<file path="config.mk">
export PLATFORM = sky130hd
export DESIGN_NAME = wake_and_fan_power_control
export DESIGN_NICKNAME = d
export VERILOG_FILES = /design/src/hw/pwr_pkg.sv /design/src/hw/fan_loop.sv /design/src/hw/wake_and_fan_power_control.sv
export VERILOG_INCLUDE_DIRS = /design/src /design/src/hw
export SDC_FILE = /design/constraint.sdc
export NUM_CORES = 1
export LEC_CHECK = 0
export BUFFER_PORTS_ARGS = -buffer_cell sky130_fd_sc_hd__clkbuf_2
export CAP_MARGIN = 40
export CORE_ASPECT_RATIO = 1.2
export CORE_MARGIN = 10
export CORE_UTILIZATION = 35
export DETAILED_ROUTE_END_ITERATION = 8
export SLEW_MARGIN = 0
export SYNTH_ARGS = -nofsm -noshare
export SYNTH_HDL_FRONTEND = slang
export SYNTH_SLANG_ARGS = --single-unit
</file>
<file path="constraint.sdc">
create_clock -name mclk_in -period 3.3 [get_ports mclk_in]
set_input_delay 0.66 -clock mclk_in [delete_from_list [all_inputs] [get_ports mclk_in]]
set_output_delay 0.66 -clock mclk_in [all_outputs]
set_load 0.05 [all_outputs]
</file>
<file path="src/hw/pwr_regs.svh">
`ifndef PWR_REGS_SVH
`define PWR_REGS_SVH
// ==========================================
// Timing
`define CLK_PERIOD_NS 10
`define TICK_NS 1000000
`define PWR_HOLD_S 4
`define FAN_WIN_MS 100
`define SYNC_SETTLE 2'h3
// ==========================================
// Register offsets
`define REG_CTRL 8'h00
`define REG_CMD 8'h04
`define REG_STATUS 8'h08
`define REG_WAKE_SRC 8'h0c
`define REG_FAN_TGT 8'h10
// ==========================================
// Control fields and reset values
`define CTRL_RING_EN 0
`define CTRL_PCI_WAKE 1
`define CTRL_PME_S5 2
`define CTRL_NET_S5 3
`define CTRL_FAN_LOOP 4
`define CTRL_LED_DUAL 5
`define CTRL_BTN_RAM 6
`define CTRL_RST 8'h23
`define FAN_TGT_RST 8'h20
`define FAN_DUTY_MAX 4'hf
// ==========================================
// Status fields
`define STAT_PEND_BIT 8
`define STAT_LAST_BIT 9
// ==========================================
// Command and policy codes
`define CMD_S1 3'h1
`define CMD_S3 3'h3
`define CMD_S4 3'h4
`define CMD_S5 3'h5
`define POLICY_ON 2'h1
`define POLICY_LAST 2'h2
// ==========================================
// Pin synchroniser idle levels
`define PIN_IDLE 9'h021
`endif

</file>
<file path="src/hw/pwr_pkg.sv">
package pwr_pkg;
	// ==========================================
	// Power states, one-hot.
	typedef enum logic [4:0] {
		st_work = 5'b00001,
		st_stop = 5'b00010,
		st_ram = 5'b00100,
		st_disk = 5'b01000,
		st_soft_off = 5'b10000
	} pstate_t;
	// Register port request.
	typedef struct packed {
		logic [7:0] addr;
		logic [31:0] wdata;
		logic wr;
		logic rd;
	} reg_req_t;
	// Raw wake pins.
	typedef struct packed {
		logic ring;
		logic usb;
		logic kbd_mouse;
		logic net;
		logic pci_power_event_n;
	} wake_pins_t;
	// Qualified wake sources.
	typedef struct packed {
		logic button;
		logic pme;
		logic net;
		logic kbd_mouse;
		logic usb;
		logic ring;
	} wake_src_t;
endpackage : pwr_pkg

</file>
<file path="src/hw/fan_loop.sv">
`timescale 1ns/100ps
`include "pwr_regs.svh"
module fan_loop #(
	parameter int NFANS = 3,
	parameter int WIN_MS = `FAN_WIN_MS
) (
	// Clock and reset.
	input wire logic mclk_in,
	input wire logic nrst_in,
	// Control.
	input wire logic tick_in,
	input wire logic run_in,
	input wire logic loop_en_in,
	input wire logic [7:0] target_in,
	// Fans.
	input wire logic [NFANS-1:0] tach_in,
	output logic [NFANS-1:0] fan_power_out
);
	// ==========================================
	// Measurement window and PWM base.
	logic [31:0] win_cnt_r;
	logic [3:0] pwm_cnt_r;
	logic win_end;
	assign win_end = tick_in && (win_cnt_r == 32'(WIN_MS - 1));

	// Window counter runs on the millisecond tick.
	always_ff @(posedge mclk_in or negedge nrst_in) begin
		if (!nrst_in) begin
			win_cnt_r <= 32'h0;
		end else if (win_end) begin
			win_cnt_r <= 32'h0;
		end else if (tick_in) begin
			win_cnt_r <= win_cnt_r + 32'h1;
		end
	end

	// Free-running PWM phase shared by all fans.
	always_ff @(posedge mclk_in or negedge nrst_in) begin
		if (!nrst_in) begin
			pwm_cnt_r <= 4'h0;
		end else begin
			pwm_cnt_r <= pwm_cnt_r + 4'h1;
		end
	end

	// ==========================================
	// Per-fan tachometer loop.
	genvar i;
	generate
		for (i = 0; i < NFANS; i++) begin : g_fan
			logic t1_r, t2_r, t3_r;
			logic [7:0] cnt_r;
			logic [3:0] duty_r;
			// Two flops take the tach pin; the third only serves edge detection.
			always_ff @(posedge mclk_in or negedge nrst_in) begin
				if (!nrst_in) begin
					t1_r <= 1'b0;
					t2_r <= 1'b0;
					t3_r <= 1'b0;
				end else begin
					t1_r <= tach_in[i];
					t2_r <= t1_r;
					t3_r <= t2_r;
				end
			end
			// Pulses per window; saturates so a racing fan cannot wrap to slow.
			always_ff @(posedge mclk_in or negedge nrst_in) begin
				if (!nrst_in) begin
					cnt_r <= 8'h0;
				end else if (win_end) begin
					cnt_r <= 8'h0;
				end else if (t2_r && !t3_r && cnt_r != 8'hff) begin
					cnt_r <= cnt_r + 8'h1;
				end
			end
			// Duty steps toward the target; duty zero switches the fan off.
			always_ff @(posedge mclk_in or negedge nrst_in) begin
				if (!nrst_in) begin
					duty_r <= `FAN_DUTY_MAX;
				end else if (!loop_en_in) begin
					duty_r <= `FAN_DUTY_MAX;
				end else if (win_end) begin
					if (cnt_r < target_in && duty_r != `FAN_DUTY_MAX) begin
						duty_r <= duty_r + 4'h1;
					end else if (cnt_r > target_in && duty_r != 4'h0) begin
						duty_r <= duty_r - 4'h1;
					end
				end
			end
			// Power only while running; the loop only trims within that.
			always_ff @(posedge mclk_in or negedge nrst_in) begin
				if (!nrst_in) begin
					fan_power_out[i] <= 1'b0;
				end else begin
					fan_power_out[i] <= run_in && (!loop_en_in || duty_r == `FAN_DUTY_MAX || pwm_cnt_r < duty_r);
				end
			end
		end
	endgenerate
endmodule : fan_loop

</file>
<file path="src/hw/wake_and_fan_power_control.sv">
// The register addresses and the strobed register port were decided locally.
`timescale 1ns/100ps
`include "pwr_regs.svh"
module wake_and_fan_power_control #(
	parameter int TICK_CYC = `TICK_NS / `CLK_PERIOD_NS,
	parameter int HOLD_MS = `PWR_HOLD_S * 1000,
	parameter int NFANS = 3
) (
	// Clock and reset.
	input wire logic mclk_in,
	input wire logic nrst_in,
	// Register port.
	input wire pwr_pkg::reg_req_t reg_req_in,
	output logic [31:0] reg_rdata_out,
	// Wake pins and power button.
	input wire pwr_pkg::wake_pins_t wake_pins_in,
	input wire logic pwr_button_n_in,
	// Restore policy strap and standby storage.
	input wire logic [1:0] restore_policy_in,
	input wire logic saved_on_in,
	output logic last_on_out,
	// Fans.
	input wire logic [NFANS-1:0] fan_tach_in,
	output logic [NFANS-1:0] fan_power_out,
	// Supply and indicators.
	output logic supply_on_out,
	output logic led_green_out,
	output logic led_amber_out,
	output logic standby_led_out,
	output logic wake_pending_out
);
	import pwr_pkg::*;

	// ==========================================
	// Pin synchronisers.
	logic [8:0] pin_raw, sync1_r, sync2_r;
	logic ring_s, usb_s, kbd_s, net_s, pme_s, btn_s, saved_s;
	logic [1:0] policy_s;
	assign pin_raw = {saved_on_in, restore_policy_in, pwr_button_n_in, wake_pins_in};
	assign {saved_s, policy_s} = sync2_r[8:6];
	assign btn_s = !sync2_r[5];
	assign {ring_s, usb_s, kbd_s, net_s} = sync2_r[4:1];
	assign pme_s = !sync2_r[0];

	// Every pin passes two flops before any decision sees it.
	always_ff @(posedge mclk_in or negedge nrst_in) begin
		if (!nrst_in) begin
			sync1_r <= `PIN_IDLE;
			sync2_r <= `PIN_IDLE;
		end else begin
			sync1_r <= pin_raw;
			sync2_r <= sync1_r;
		end
	end

	// ==========================================
	// Millisecond enable.
	logic [31:0] tick_cnt_r;
	logic tick_r;
	always_ff @(posedge mclk_in or negedge nrst_in) begin
		if (!nrst_in) begin
			tick_cnt_r <= 32'h0;
			tick_r <= 1'b0;
		end else begin
			tick_r <= (tick_cnt_r == 32'(TICK_CYC - 1));
			tick_cnt_r <= (tick_cnt_r == 32'(TICK_CYC - 1)) ? 32'h0 : tick_cnt_r + 32'h1;
		end
	end

	// ==========================================
	// Register port.
	logic [7:0] ctrl_r, fan_tgt_r;
	wake_src_t wake_src_r, wake_q;
	pstate_t state_r, state_nxt;
	logic pend_r, last_on_r, cmd_valid;
	logic [2:0] cmd_code;
	logic [31:0] rd_mux;
	assign cmd_valid = reg_req_in.wr && reg_req_in.addr == `REG_CMD;
	assign cmd_code = reg_req_in.wdata[2:0];

	// Control and fan target are plain read/write words.
	always_ff @(posedge mclk_in or negedge nrst_in) begin
		if (!nrst_in) begin
			ctrl_r <= `CTRL_RST;
			fan_tgt_r <= `FAN_TGT_RST;
		end else if (reg_req_in.wr) begin
			if (reg_req_in.addr == `REG_CTRL) begin
				ctrl_r <= reg_req_in.wdata[7:0];
			end
			if (reg_req_in.addr == `REG_FAN_TGT) begin
				fan_tgt_r <= reg_req_in.wdata[7:0];
			end
		end
	end

	// Read mux; unmapped offsets and the command word read as zero.
	always_comb begin
		rd_mux = 32'h0;
		unique case (reg_req_in.addr)
			`REG_CTRL: rd_mux[7:0] = ctrl_r;
			`REG_STATUS: begin
				rd_mux[4:0] = state_r;
				rd_mux[`STAT_PEND_BIT] = pend_r;
				rd_mux[`STAT_LAST_BIT] = last_on_r;
			end
			`REG_WAKE_SRC: rd_mux[5:0] = wake_src_r;
			`REG_FAN_TGT: rd_mux[7:0] = fan_tgt_r;
			default: rd_mux = 32'h0;
		endcase
	end

	// Read data stand for exactly the cycle after the strobe.
	always_ff @(posedge mclk_in or negedge nrst_in) begin
		if (!nrst_in) begin
			reg_rdata_out <= 32'h0;
		end else begin
			reg_rdata_out <= reg_req_in.rd ? rd_mux : 32'h0;
		end
	end

	// ==========================================
	// Power button timing.
	logic [31:0] btn_ms_r;
	logic btn_prev_r, long_done_r, long_hit, short_press;
	assign long_hit = btn_s && tick_r && !long_done_r && btn_ms_r == 32'(HOLD_MS - 1);
	assign short_press = btn_prev_r && !btn_s && !long_done_r;

	// A release after a long hold is swallowed so it cannot also wake.
	always_ff @(posedge mclk_in or negedge nrst_in) begin
		if (!nrst_in) begin
			btn_ms_r <= 32'h0;
			btn_prev_r <= 1'b0;
			long_done_r <= 1'b0;
		end else begin
			btn_prev_r <= btn_s;
			if (!btn_s && !btn_prev_r) begin
				btn_ms_r <= 32'h0;
				long_done_r <= 1'b0;
			end else if (long_hit) begin
				long_done_r <= 1'b1;
			end else if (btn_s && tick_r && !long_done_r) begin
				btn_ms_r <= btn_ms_r + 32'h1;
			end
		end
	end

	// ==========================================
	// Wake qualification.
	logic in_s1s3, deep_ok, soft_off;
	assign in_s1s3 = state_r == st_stop || state_r == st_ram;
	assign deep_ok = in_s1s3 || state_r == st_disk;
	assign soft_off = state_r == st_soft_off;

	// Each source is gated by the states it may wake from; ring and PCI events also by their enable bits.
	always_comb begin
		wake_q.ring = ring_s && ctrl_r[`CTRL_RING_EN] && in_s1s3;
		wake_q.usb = usb_s && in_s1s3;
		wake_q.kbd_mouse = kbd_s && in_s1s3;
		wake_q.net = net_s && (deep_ok || (soft_off && ctrl_r[`CTRL_NET_S5]));
		wake_q.pme = pme_s && ctrl_r[`CTRL_PCI_WAKE] && (deep_ok || (soft_off && ctrl_r[`CTRL_PME_S5]));
		wake_q.button = short_press && state_r != st_work;
	end

	// Merged request holds until the working state is reached.
	always_ff @(posedge mclk_in or negedge nrst_in) begin
		if (!nrst_in) begin
			pend_r <= 1'b0;
		end else if (|wake_q) begin
			pend_r <= 1'b1;
		end else if (state_r == st_work) begin
			pend_r <= 1'b0;
		end
	end

	// Sticky per-source record; a new event beats a write-one clear.
	always_ff @(posedge mclk_in or negedge nrst_in) begin
		if (!nrst_in) begin
			wake_src_r <= '0;
		end else if (reg_req_in.wr && reg_req_in.addr == `REG_WAKE_SRC) begin
			wake_src_r <= (wake_src_r & ~reg_req_in.wdata[5:0]) | wake_q;
		end else begin
			wake_src_r <= wake_src_r | wake_q;
		end
	end

	// ==========================================
	// Power state machine.
	logic [1:0] settle_r;
	logic restored_r;
	pstate_t btn_sleep;
	assign btn_sleep = ctrl_r[`CTRL_BTN_RAM] ? st_ram : st_stop;

	// Restore waits for the synchronisers to carry real strap levels.
	always_ff @(posedge mclk_in or negedge nrst_in) begin
		if (!nrst_in) begin
			settle_r <= 2'h0;
			restored_r <= 1'b0;
		end else if (settle_r != `SYNC_SETTLE) begin
			settle_r <= settle_r + 2'h1;
		end else begin
			restored_r <= 1'b1;
		end
	end

	always_comb begin
		state_nxt = state_r;
		if (!restored_r) begin
			if (settle_r == `SYNC_SETTLE && (policy_s == `POLICY_ON || (policy_s == `POLICY_LAST && saved_s))) begin
				state_nxt = st_work;
			end
		end else begin
			unique case (state_r)
				st_work: begin
					if (long_hit) begin
						state_nxt = st_soft_off;
					end else if (cmd_valid && cmd_code == `CMD_S5) begin
						state_nxt = st_soft_off;
					end else if (cmd_valid && cmd_code == `CMD_S4) begin
						state_nxt = st_disk;
					end else if (cmd_valid && cmd_code == `CMD_S3) begin
						state_nxt = st_ram;
					end else if (cmd_valid && cmd_code == `CMD_S1) begin
						state_nxt = st_stop;
					end else if (short_press) begin
						state_nxt = btn_sleep;
					end
				end
				st_stop, st_ram, st_disk: begin
					if (long_hit) begin
						state_nxt = st_soft_off;
					end else if (pend_r) begin
						state_nxt = st_work;
					end
				end
				st_soft_off: begin
					if (pend_r) begin
						state_nxt = st_work;
					end
				end
			endcase
		end
	end

	always_ff @(posedge mclk_in or negedge nrst_in) begin
		if (!nrst_in) begin
			state_r <= st_soft_off;
		end else begin
			state_r <= state_nxt;
		end
	end

	// Standby record: on at power-up, off at soft-off, saved standby value at restore.
	always_ff @(posedge mclk_in or negedge nrst_in) begin
		if (!nrst_in) begin
			last_on_r <= 1'b0;
		end else if (!restored_r) begin
			last_on_r <= saved_s;
		end else if (state_nxt == st_work) begin
			last_on_r <= 1'b1;
		end else if (state_nxt == st_soft_off) begin
			last_on_r <= 1'b0;
		end
	end

	// ==========================================
	// Outputs.
	logic fan_run;
	assign fan_run = state_r == st_work || state_r == st_stop;

	// Supply and the green and amber indicators follow the state one cycle later; the standby indicator stays lit.
	always_ff @(posedge mclk_in or negedge nrst_in) begin
		if (!nrst_in) begin
			supply_on_out <= 1'b0;
			led_green_out <= 1'b0;
			led_amber_out <= 1'b0;
			standby_led_out <= 1'b0;
		end else begin
			supply_on_out <= fan_run;
			led_green_out <= state_r == st_work;
			led_amber_out <= ctrl_r[`CTRL_LED_DUAL] && in_s1s3;
			standby_led_out <= 1'b1;
		end
	end
	assign wake_pending_out = pend_r;
	assign last_on_out = last_on_r;

	fan_loop #(.NFANS(NFANS)) u_fans (
		.mclk_in(mclk_in),
		.nrst_in(nrst_in),
		.tick_in(tick_r),
		.run_in(fan_run),
		.loop_en_in(ctrl_r[`CTRL_FAN_LOOP]),
		.target_in(fan_tgt_r),
		.tach_in(fan_tach_in),
		.fan_power_out(fan_power_out)
	);

	// ==========================================
	// Checks.
	chk_fans_off_sleep: assert property (@(posedge mclk_in) disable iff (!nrst_in)
		!fan_run |=> fan_power_out == '0) else $error("fan powered while off or deep asleep");
	chk_fans_on_run: assert property (@(posedge mclk_in) disable iff (!nrst_in)
		fan_run && !ctrl_r[`CTRL_FAN_LOOP] |=> fan_power_out == '1) else $error("fan unpowered while running");
	chk_soft_off_cmd: assert property (@(posedge mclk_in) disable iff (!nrst_in)
		restored_r && state_r == st_work && !long_hit && cmd_valid && cmd_code == `CMD_S5
		|=> state_r == st_soft_off ##1 !supply_on_out) else $error("soft-off command did not drop supply");
	chk_ram_indicator: assert property (@(posedge mclk_in) disable iff (!nrst_in)
		state_r == st_ram && ctrl_r[`CTRL_LED_DUAL] |=> led_amber_out && !supply_on_out) else $error("bad S3 indicator");
	chk_ram_wake: assert property (@(posedge mclk_in) disable iff (!nrst_in)
		restored_r && state_r == st_ram && pend_r && !long_hit |=> state_r == st_work) else $error("S3 wake not taken");
	chk_pend_clear: assert property (@(posedge mclk_in) disable iff (!nrst_in)
		state_r == st_work |=> !pend_r) else $error("wake request held in working state");
	chk_pme_disk: assert property (@(posedge mclk_in) disable iff (!nrst_in)
		restored_r && state_r == st_disk && pme_s && ctrl_r[`CTRL_PCI_WAKE] && !long_hit
		|=> pend_r ##1 state_r == st_work) else $error("PCI event failed to wake from S4");
	chk_net_s5_off: assert property (@(posedge mclk_in) disable iff (!nrst_in)
		soft_off && !pend_r && !ctrl_r[`CTRL_NET_S5] && !pme_s && !short_press |=> !pend_r)
		else $error("network wake taken from soft-off while disabled");
	chk_long_press: assert property (@(posedge mclk_in) disable iff (!nrst_in)
		restored_r && long_hit |=> state_r == st_soft_off) else $error("long press did not force soft-off");
	chk_standby_lit: assert property (@(posedge mclk_in) disable iff (!nrst_in)
		$past(nrst_in) |-> standby_led_out) else $error("standby indicator dark");
endmodule : wake_and_fan_power_control

</file>
==> out/metrics.csv, run 1 <==
stage,metric,value,unit
run_status,status,"complete, no violations",
final_layout,syn2layout_area_growth,14.32,%
detailed_routing,first_iter_violations,357,
floorplan,die_y,213.1,um
setup_path,endpoint_kind,flip-flop,
final_layout,multi_input_area,5169,um2
yosys,syn_area_per_cell,10.37,um2
cts,clk_transition_reported_paths,0.06,ns
sta,period_needed,3.137,ns
yosys,synth_top_area_share,44.62,%
sta,finalHoldViolations,0,
yosys,synth_top_family_by_area,simple AND/OR/NAND/NOR gates,
floorplan,die_area,38560,um2
setup_path,cp_max_fo,3,
grt,grt_pass1_wl,38920,um
grt,gr-total-overflow,0,
yosys,yosysUniqueCellTypes,75,
yosys,synth-compound-area-share,7.924,%
setup_path,cp_slowest_cell,dfstp_2,
detailed_routing,vias,7729,
yosys,synth_xor_area_share,9.097,%
setup_path,cp_common_cell,a21o_1,
setup_path,cp_top_family,compound AO/OA/AOI/OAI gates,
yosys,ys_ff_latch,215,
sta,worst_pin_slew,0.7865,ns
yosys,synth-adder-area-share,5.957,%
detailed_routing,detail_route.vias_per_cell,5.032,
sta,rsz0062_at_grt,false,
cts,root_buffer,clkbuf_16,
final_layout,layout-drive-gt1-share,14.04,%
cts,tritoncts,built,
setup_path,cp-start-kind,flip-flop,
yosys,synth_async_sr_flop_share,100.0,%
final_layout,fin_nets,1228,
detailed_routing,post_drt_wl_per_cell,14.82,um
grt,antenna_found_initial,0,
yosys,yosys.area_share.simple,19.65,%
placed_design,portBuffers,50,
setup_path,worstSetupPathType,flip-flop to flip-flop,
yosys,synthFlopType,dfrtp_1,
sta,final-max-slew-violation-count,0,
placed_design,dp_cells,1490,
placed_design,dpl_cell_area,11640,um2
yosys,synth.most_common_cell,dfrtp_1,
final_layout,fin_cells,1536,
cts,numCtsBuffers,24,
final_layout,final-seq-area,5406,um2
floorplan,initial_core_util,35.59,%
setup_path,cp.arrival,3.58,ns
yosys,synth.area.mux_share,3.807,%
yosys,synth_top_cells_by_area,"dfrtp_1, ha_1, xnor2_1",
cts,clk-insertion-delay-late,0.51,ns
min_path,hp-class,input pin to asynchronous set/reset pin,
floorplan,ios,97,
placed_design,pre_cts_slack,0.02670,ns
placed_design,hpwl,16510,um
power,p_leak,5.690,nW
grt,grt_max_degree,81,
cts,clock-sinks,215,
setup_path,cp_num_buf_inv,2,
grt,grt_usage,11.73,%
final_layout,diodes,0,
sta,slew_headroom,47.08,%
power,ir_drop,0.4112,mV
setup_path,slowest_delay,0.54,ns
detailed_routing,ant_nets,0,
sta,skew,0.01727,ns
yosys,ys_seq_area_share,49.70,%
sta,fin_ws,0.1630,ns
sta,finalCritPeriodShare,95.06,%
sta,finalSetupViolCount,0,
setup_path,required,3.74,ns
grt,grt_pass1_vias,7848,
floorplan,fp-row-count,70,
yosys,synth_common_cells,"dfrtp_1, nor2_1, nand2_1, xnor2_1, nand3_1",
final_layout,fillCellCount,2957,
setup_path,cp_cell_sequence,inv_1 > ha_1 > a21o_1 > a21o_1 > a21o_1 > nor3b_1 > inv_1 > ha_1 > a21o_1 > a21oi_1 > xnor2_1 > nor2_1 > mux2_1,
power,power,0.006988,W
sta,tns,0,ns
yosys,netlist_instances,1049,
yosys,yosysWarnings,0,
cts,clockBufferDepth,3,
job,drv_cap,0,
floorplan,coreArea,30570,um2
floorplan,die_x,180.9,um
placed_design,globalplace.congestion,0.8468,
sta,timing.fmax,318.8,MHz
power,power_density,561.8,nW/um2
detailed_routing,drcViolationCount,0,
yosys,synth.largest_area_cell,dfrtp_1,
final_layout,design_area,12440,um2
detailed_routing,first_pass_iters,4,
detailed_routing,wl,22770,um
yosys,synth_area,10880,um2
cts,cts_max_level,1,
yosys,synth_edf_count,0,
## cells in the final DEF (no fill, tap or decap), drive strengths merged, types with 23 or more instances in the layout
cell | netlist | layout
o21ai | 33 | 33
nor2 | 99 | 99
ha | 47 | 47
xor2 | 46 | 46
nor4 | 23 | 23
xnor2 | 67 | 67
nand2 | 92 | 92
conb | 2 | 23
dfrtp | 194 | 194
clkbuf | 18 | 88
inv | 45 | 46
nand3 | 51 | 51
nand4 | 34 | 34
## what timing repair did
action | 4_1_cts | 5_1_grt
hold buffers | 0 | 0
resized for setup | 0 | 5
setup buffers | 0 | 2
setup endpoints to repair | 0 | 2
## power breakdown
group / total (W) / switching (W) / internal [W]
combinational: 0.00137 / 0.000813 / 0.000556
clock: 0.00254 / 0.00103 / 0.00151
sequential: 0.00308 / 0.000234 / 0.00285
## state kept, by name, indices dropped and copies added, names as in the netlist, 4 cells and up
| name | cells |
|---|---|
| btn_ms_r | 32 |
| tick_cnt_r | 32 |
| u_fans.win_cnt_r | 32 |
| u_fans.g_fan.cnt_r | 24 |
| u_fans.g_fan.duty_r | 12 |
| reg_rdata_out | 10 |
| sync1_r | 9 |
| sync2_r | 9 |
| ctrl_r | 8 |
| fan_tgt_r | 8 |
| wake_src_r | 6 |
| state_r | 5 |
| u_fans.pwm_cnt_r | 4 |
## layout make-up
cell class	instances	share of cell area, %
flip-flops and latches	215	43.47
multi-input cells	767	41.56
clock buffers	39	5.855
well taps	396	3.984
repair buffers	69	3.541
inverters	45	1.358
clock inverters	5	0.2314
## final timing paths
kind | from | endpoint | slack [ns] | depth (start not counted)
setup reg to reg | fan_tgt_r[5] | u_fans.g_fan[2].duty_r[3] | 0.16 | 13
max in group asynchronous | nrst_in | u_fans.g_fan[2].duty_r[0] | 2.34 | 2
hold / removal | nrst_in | sync2_r[6] | 0.12 | 1
setup / recovery | fan_tgt_r[5] | u_fans.g_fan[2].duty_r[3] | 0.16 | 13
min in group mclk_in | pwr_button_n_in | sync1_r[5] | 0.24 | 1
hold reg to reg | sync1_r[6] | sync2_r[6] | 0.34 | 0
## stage by stage
step                      util (%)  hold slack (ns)
after global routing         40.69           0.1549
final                        40.69           0.1214
after floorplan                  -           0.3312
after global placement       38.08           0.3363
after CTS                    40.56           0.1250
after detailed placement     38.08           0.3378
## cells by family (layout without fill, tap and decap cells)
family	count (synthesis)	in the layout
mux	39	39
simple gates	415	415
compound gates	127	127
fa+ha+maj	50	50
flops	215	215
other cells	2	23
xor+xnor	113	113
buf+inv	88	158
## layer usage
layer	global-route usage (%)	up-vias	wire [um]
met5	0	-	0
met2	20.28	122	11100
met1	14.78	3776	10260
li1	-	3795	-
met3	1.998	36	961
met4	3.342	0	443
Note: power is estimated with default switching activity, not from simulation.
==> run 2: changes to the inputs <==
- ABC_AREA: unset -> 1
- CAP_MARGIN: 40 -> 20
==> run 2 against run 1 <==
  * Flip-flop and latch count is the same
  * Register-to-register slack gained 0.31 ns
  * Die area grew 7.5%
  * Cell count grew 31%
  * Critical path depth shrank 2
  * Utilization shrank 0.16 points
  * Cell area grew 8.0%
  * First-iteration DRC count grew 54%
  * Non-clock buffer count shrank 9
  * Synthesized cell count grew 39%
  * Sequential power is essentially flat
  * Highest routed layer unchanged
==> out/metrics.csv, run 2 <==
stage,metric,value,unit
cts,numCtsBuffers,25,
power,switching_power,0.002251,W
floorplan,ios,97,
yosys,synth_area,11790,um2
power,power.share.switching,30.48,%
cts,cts_max_level,1,
floorplan,die_y,221.1,um
setup_path,endpoint_kind,flip-flop,
floorplan,die_area,41460,um2
power,pwr-share-clk,38.4,%
setup_path,required,3.74,ns
final_layout,mostFrequentLayoutCell,nand2_1,
final_layout,fin_cells,2007,
cts,post_cts_buffers,0,
yosys,synth_top_area_share,41.17,%
cts,cts_hold_buffers,0,
placed_design,dp_cells,1962,
final_layout,reg_top3,"btn_ms_r x32, tick_cnt_r x32, u_fans.win_cnt_r x32",
cts,clk-insertion-delay-late,0.52,ns
grt,antenna_found_initial,0,
cts,clockBufferDepth,3,
power,power,0.007387,W
detailed_routing,first_iter_violations,549,
power,intPower,0.005135,W
setup_path,cp-start-kind,flip-flop,
power,power_density,549.7,nW/um2
setup_path,cp_num_buf_inv,1,
final_layout,utilization,40.53,%
grt,grt_usage,13.04,%
detailed_routing,vias,9802,
yosys,syn_area_per_cell,8.071,um2
sta,worst_pin_slew,0.8104,ns
detailed_routing,drcViolationCount,0,
sta,finalHoldViolations,0,
yosys,ys_seq_area_share,45.85,%
yosys,yosysWarnings,0,
cts,clock-sinks,215,
power,ir_drop,0.3681,mV
setup_path,worstSetupPathType,flip-flop to flip-flop,
detailed_routing,ant_nets,0,
power,p_seq_share,41.3,%
final_layout,syn2layout_area_growth,13.96,%
floorplan,fp-row-count,73,
yosys,synthFlopType,dfrtp_1,
cts,clk_transition_reported_paths,0.06,ns
placed_design,portBuffers,50,
cts,tritoncts,built,
job,drv_cap,0,
detailed_routing,wl,27540,um
floorplan,die_x,187.6,um
final_layout,layout-drive-gt1-share,10.92,%
sta,skew,0.01023,ns
floorplan,initial_core_util,35.56,%
grt,grt_pass1_vias,9871,
sta,slew_headroom,45.48,%
power,power.share.combinational,20.3,%
sta,final-max-slew-violation-count,0,
grt,gr-total-overflow,0,
final_layout,fin_nets,1645,
grt,grt_pass1_wl,47240,um
sta,rsz0062_at_grt,false,
detailed_routing,detail_route.vias_per_cell,4.884,
power,p_leak,6.504,nW
final_layout,diodes,0,
placed_design,hpwl,20720,um
detailed_routing,post_drt_wl_per_cell,13.72,um
setup_path,cp_max_fo,5,
sta,fin_ws,0.4722,ns
yosys,synth.most_common_cell,nand2_1,
detailed_routing,first_pass_iters,5,
sta,tns,0,ns
grt,grt_max_degree,74,
yosys,synth_edf_count,0,
yosys,synth.largest_area_cell,dfrtp_1,
sta,timing.fmax,353.6,MHz
yosys,synth_async_sr_flop_share,100.0,%
yosys,synth_common_cells,"nand2_1, inv_1, dfrtp_1, nor2_1, o21ai_0",
setup_path,slowest_delay,0.53,ns
sta,finalSetupViolCount,0,
yosys,ys_ff_latch,215,
setup_path,cp.arrival,3.27,ns
setup_path,cp_top_family,compound AO/OA/AOI/OAI gates,
yosys,synth_top_cells_by_area,"dfrtp_1, nand2_1, inv_1",
placed_design,globalplace.congestion,0.8830,
sta,period_needed,2.828,ns
setup_path,cp_slowest_cell,dfstp_2,
cts,cts-resized-gates,0,
final_layout,final_cell_mix,"nand2_1, inv_1, dfrtp_1",
min_path,hp-class,input pin to asynchronous set/reset pin,
placed_design,pre_cts_slack,0.4482,ns
cts,root_buffer,clkbuf_16,
yosys,yosysUniqueCellTypes,58,
sta,finalCritPeriodShare,85.69,%
run_status,status,"complete, no violations",
setup_path,cp_cell_sequence,inv_1 > ha_1 > a21oi_1 > nor2_1 > a211oi_1 > nand3_1 > ha_1 > and3_1 > a211oi_1 > a21oi_1 > a22oi_1,
yosys,netlist_instances,1461,
floorplan,coreArea,33160,um2
run 2: changes by cell type after synthesis, sizes merged, moves of 54 or more:
cell   previous run  this run
nand2            92       260
a21oi            21        87
o21ai            33        97
nor3             13        67
nor2             99       166
inv              45       237
xnor2            67         8
run 2: final timing paths:
kind,slack [ns],end,from,cells after the start
min in group mclk_in,0.23,sync1_r[0],wake_pins_in[0],1
max in group asynchronous,2.36,sync2_r[0],nrst_in,2
min,0.11,wake_src_r[0],nrst_in,1
max reg2reg,0.47,u_fans.g_fan[0].duty_r[3],fan_tgt_r[5],11
max,0.47,u_fans.g_fan[0].duty_r[3],fan_tgt_r[5],11
min reg2reg,0.34,sync2_r[6],sync1_r[6],0
run 2: logic make-up after synthesis:
| logic type | after synthesis | synth area share [%] |
|---|---|---|
| simple gates | 660 | 25.67 |
| buf+inv | 269 | 9.274 |
| compound gates | 229 | 10.97 |
| flops | 215 | 45.85 |
| fa+ha+maj | 50 | 5.497 |
| xor+xnor | 36 | 2.674 |
| other cells | 2 | 0.06369 |
run 2: cell type report:
cell class	count	area, um2
Multi-Input combinational cell	998	5370
Fill cell	3382	19720
Sequential cell	215	5406
Clock inverter	8	140.1
Timing Repair Buffer	60	360.3
Inverter	239	897.1
Tap cell	450	563.0
Clock buffer	37	700.7
run 2: power by group through the flow:
stage                     sequential [W]  clock (W)  combinational, W
after floorplan                  0.00315          0           0.00103
after global placement           0.00309          0           0.00146
after detailed placement         0.00310          0           0.00150
after CTS                        0.00305    0.00293           0.00151
after global routing             0.00308    0.00303           0.00173
final                            0.00305    0.00284           0.00150
run 2: stage by stage:
stage               hold WS (ns)  cell area (um2)
global route              0.1575            13440
finish                    0.1131            13440
detailed placement        0.3356            12600
global placement          0.3338            12600
CTS                       0.1336            13440
floorplan                 0.3312            11870
run 2: metal layers:
layer	vias up	part of all wire (%)	track usage, %
met4	0	2.2	3.760
met1	4658	44	15.67
met5	-	0	0
li1	4947	-	-
met2	150	50	23.40
met3	47	3.9	2.077
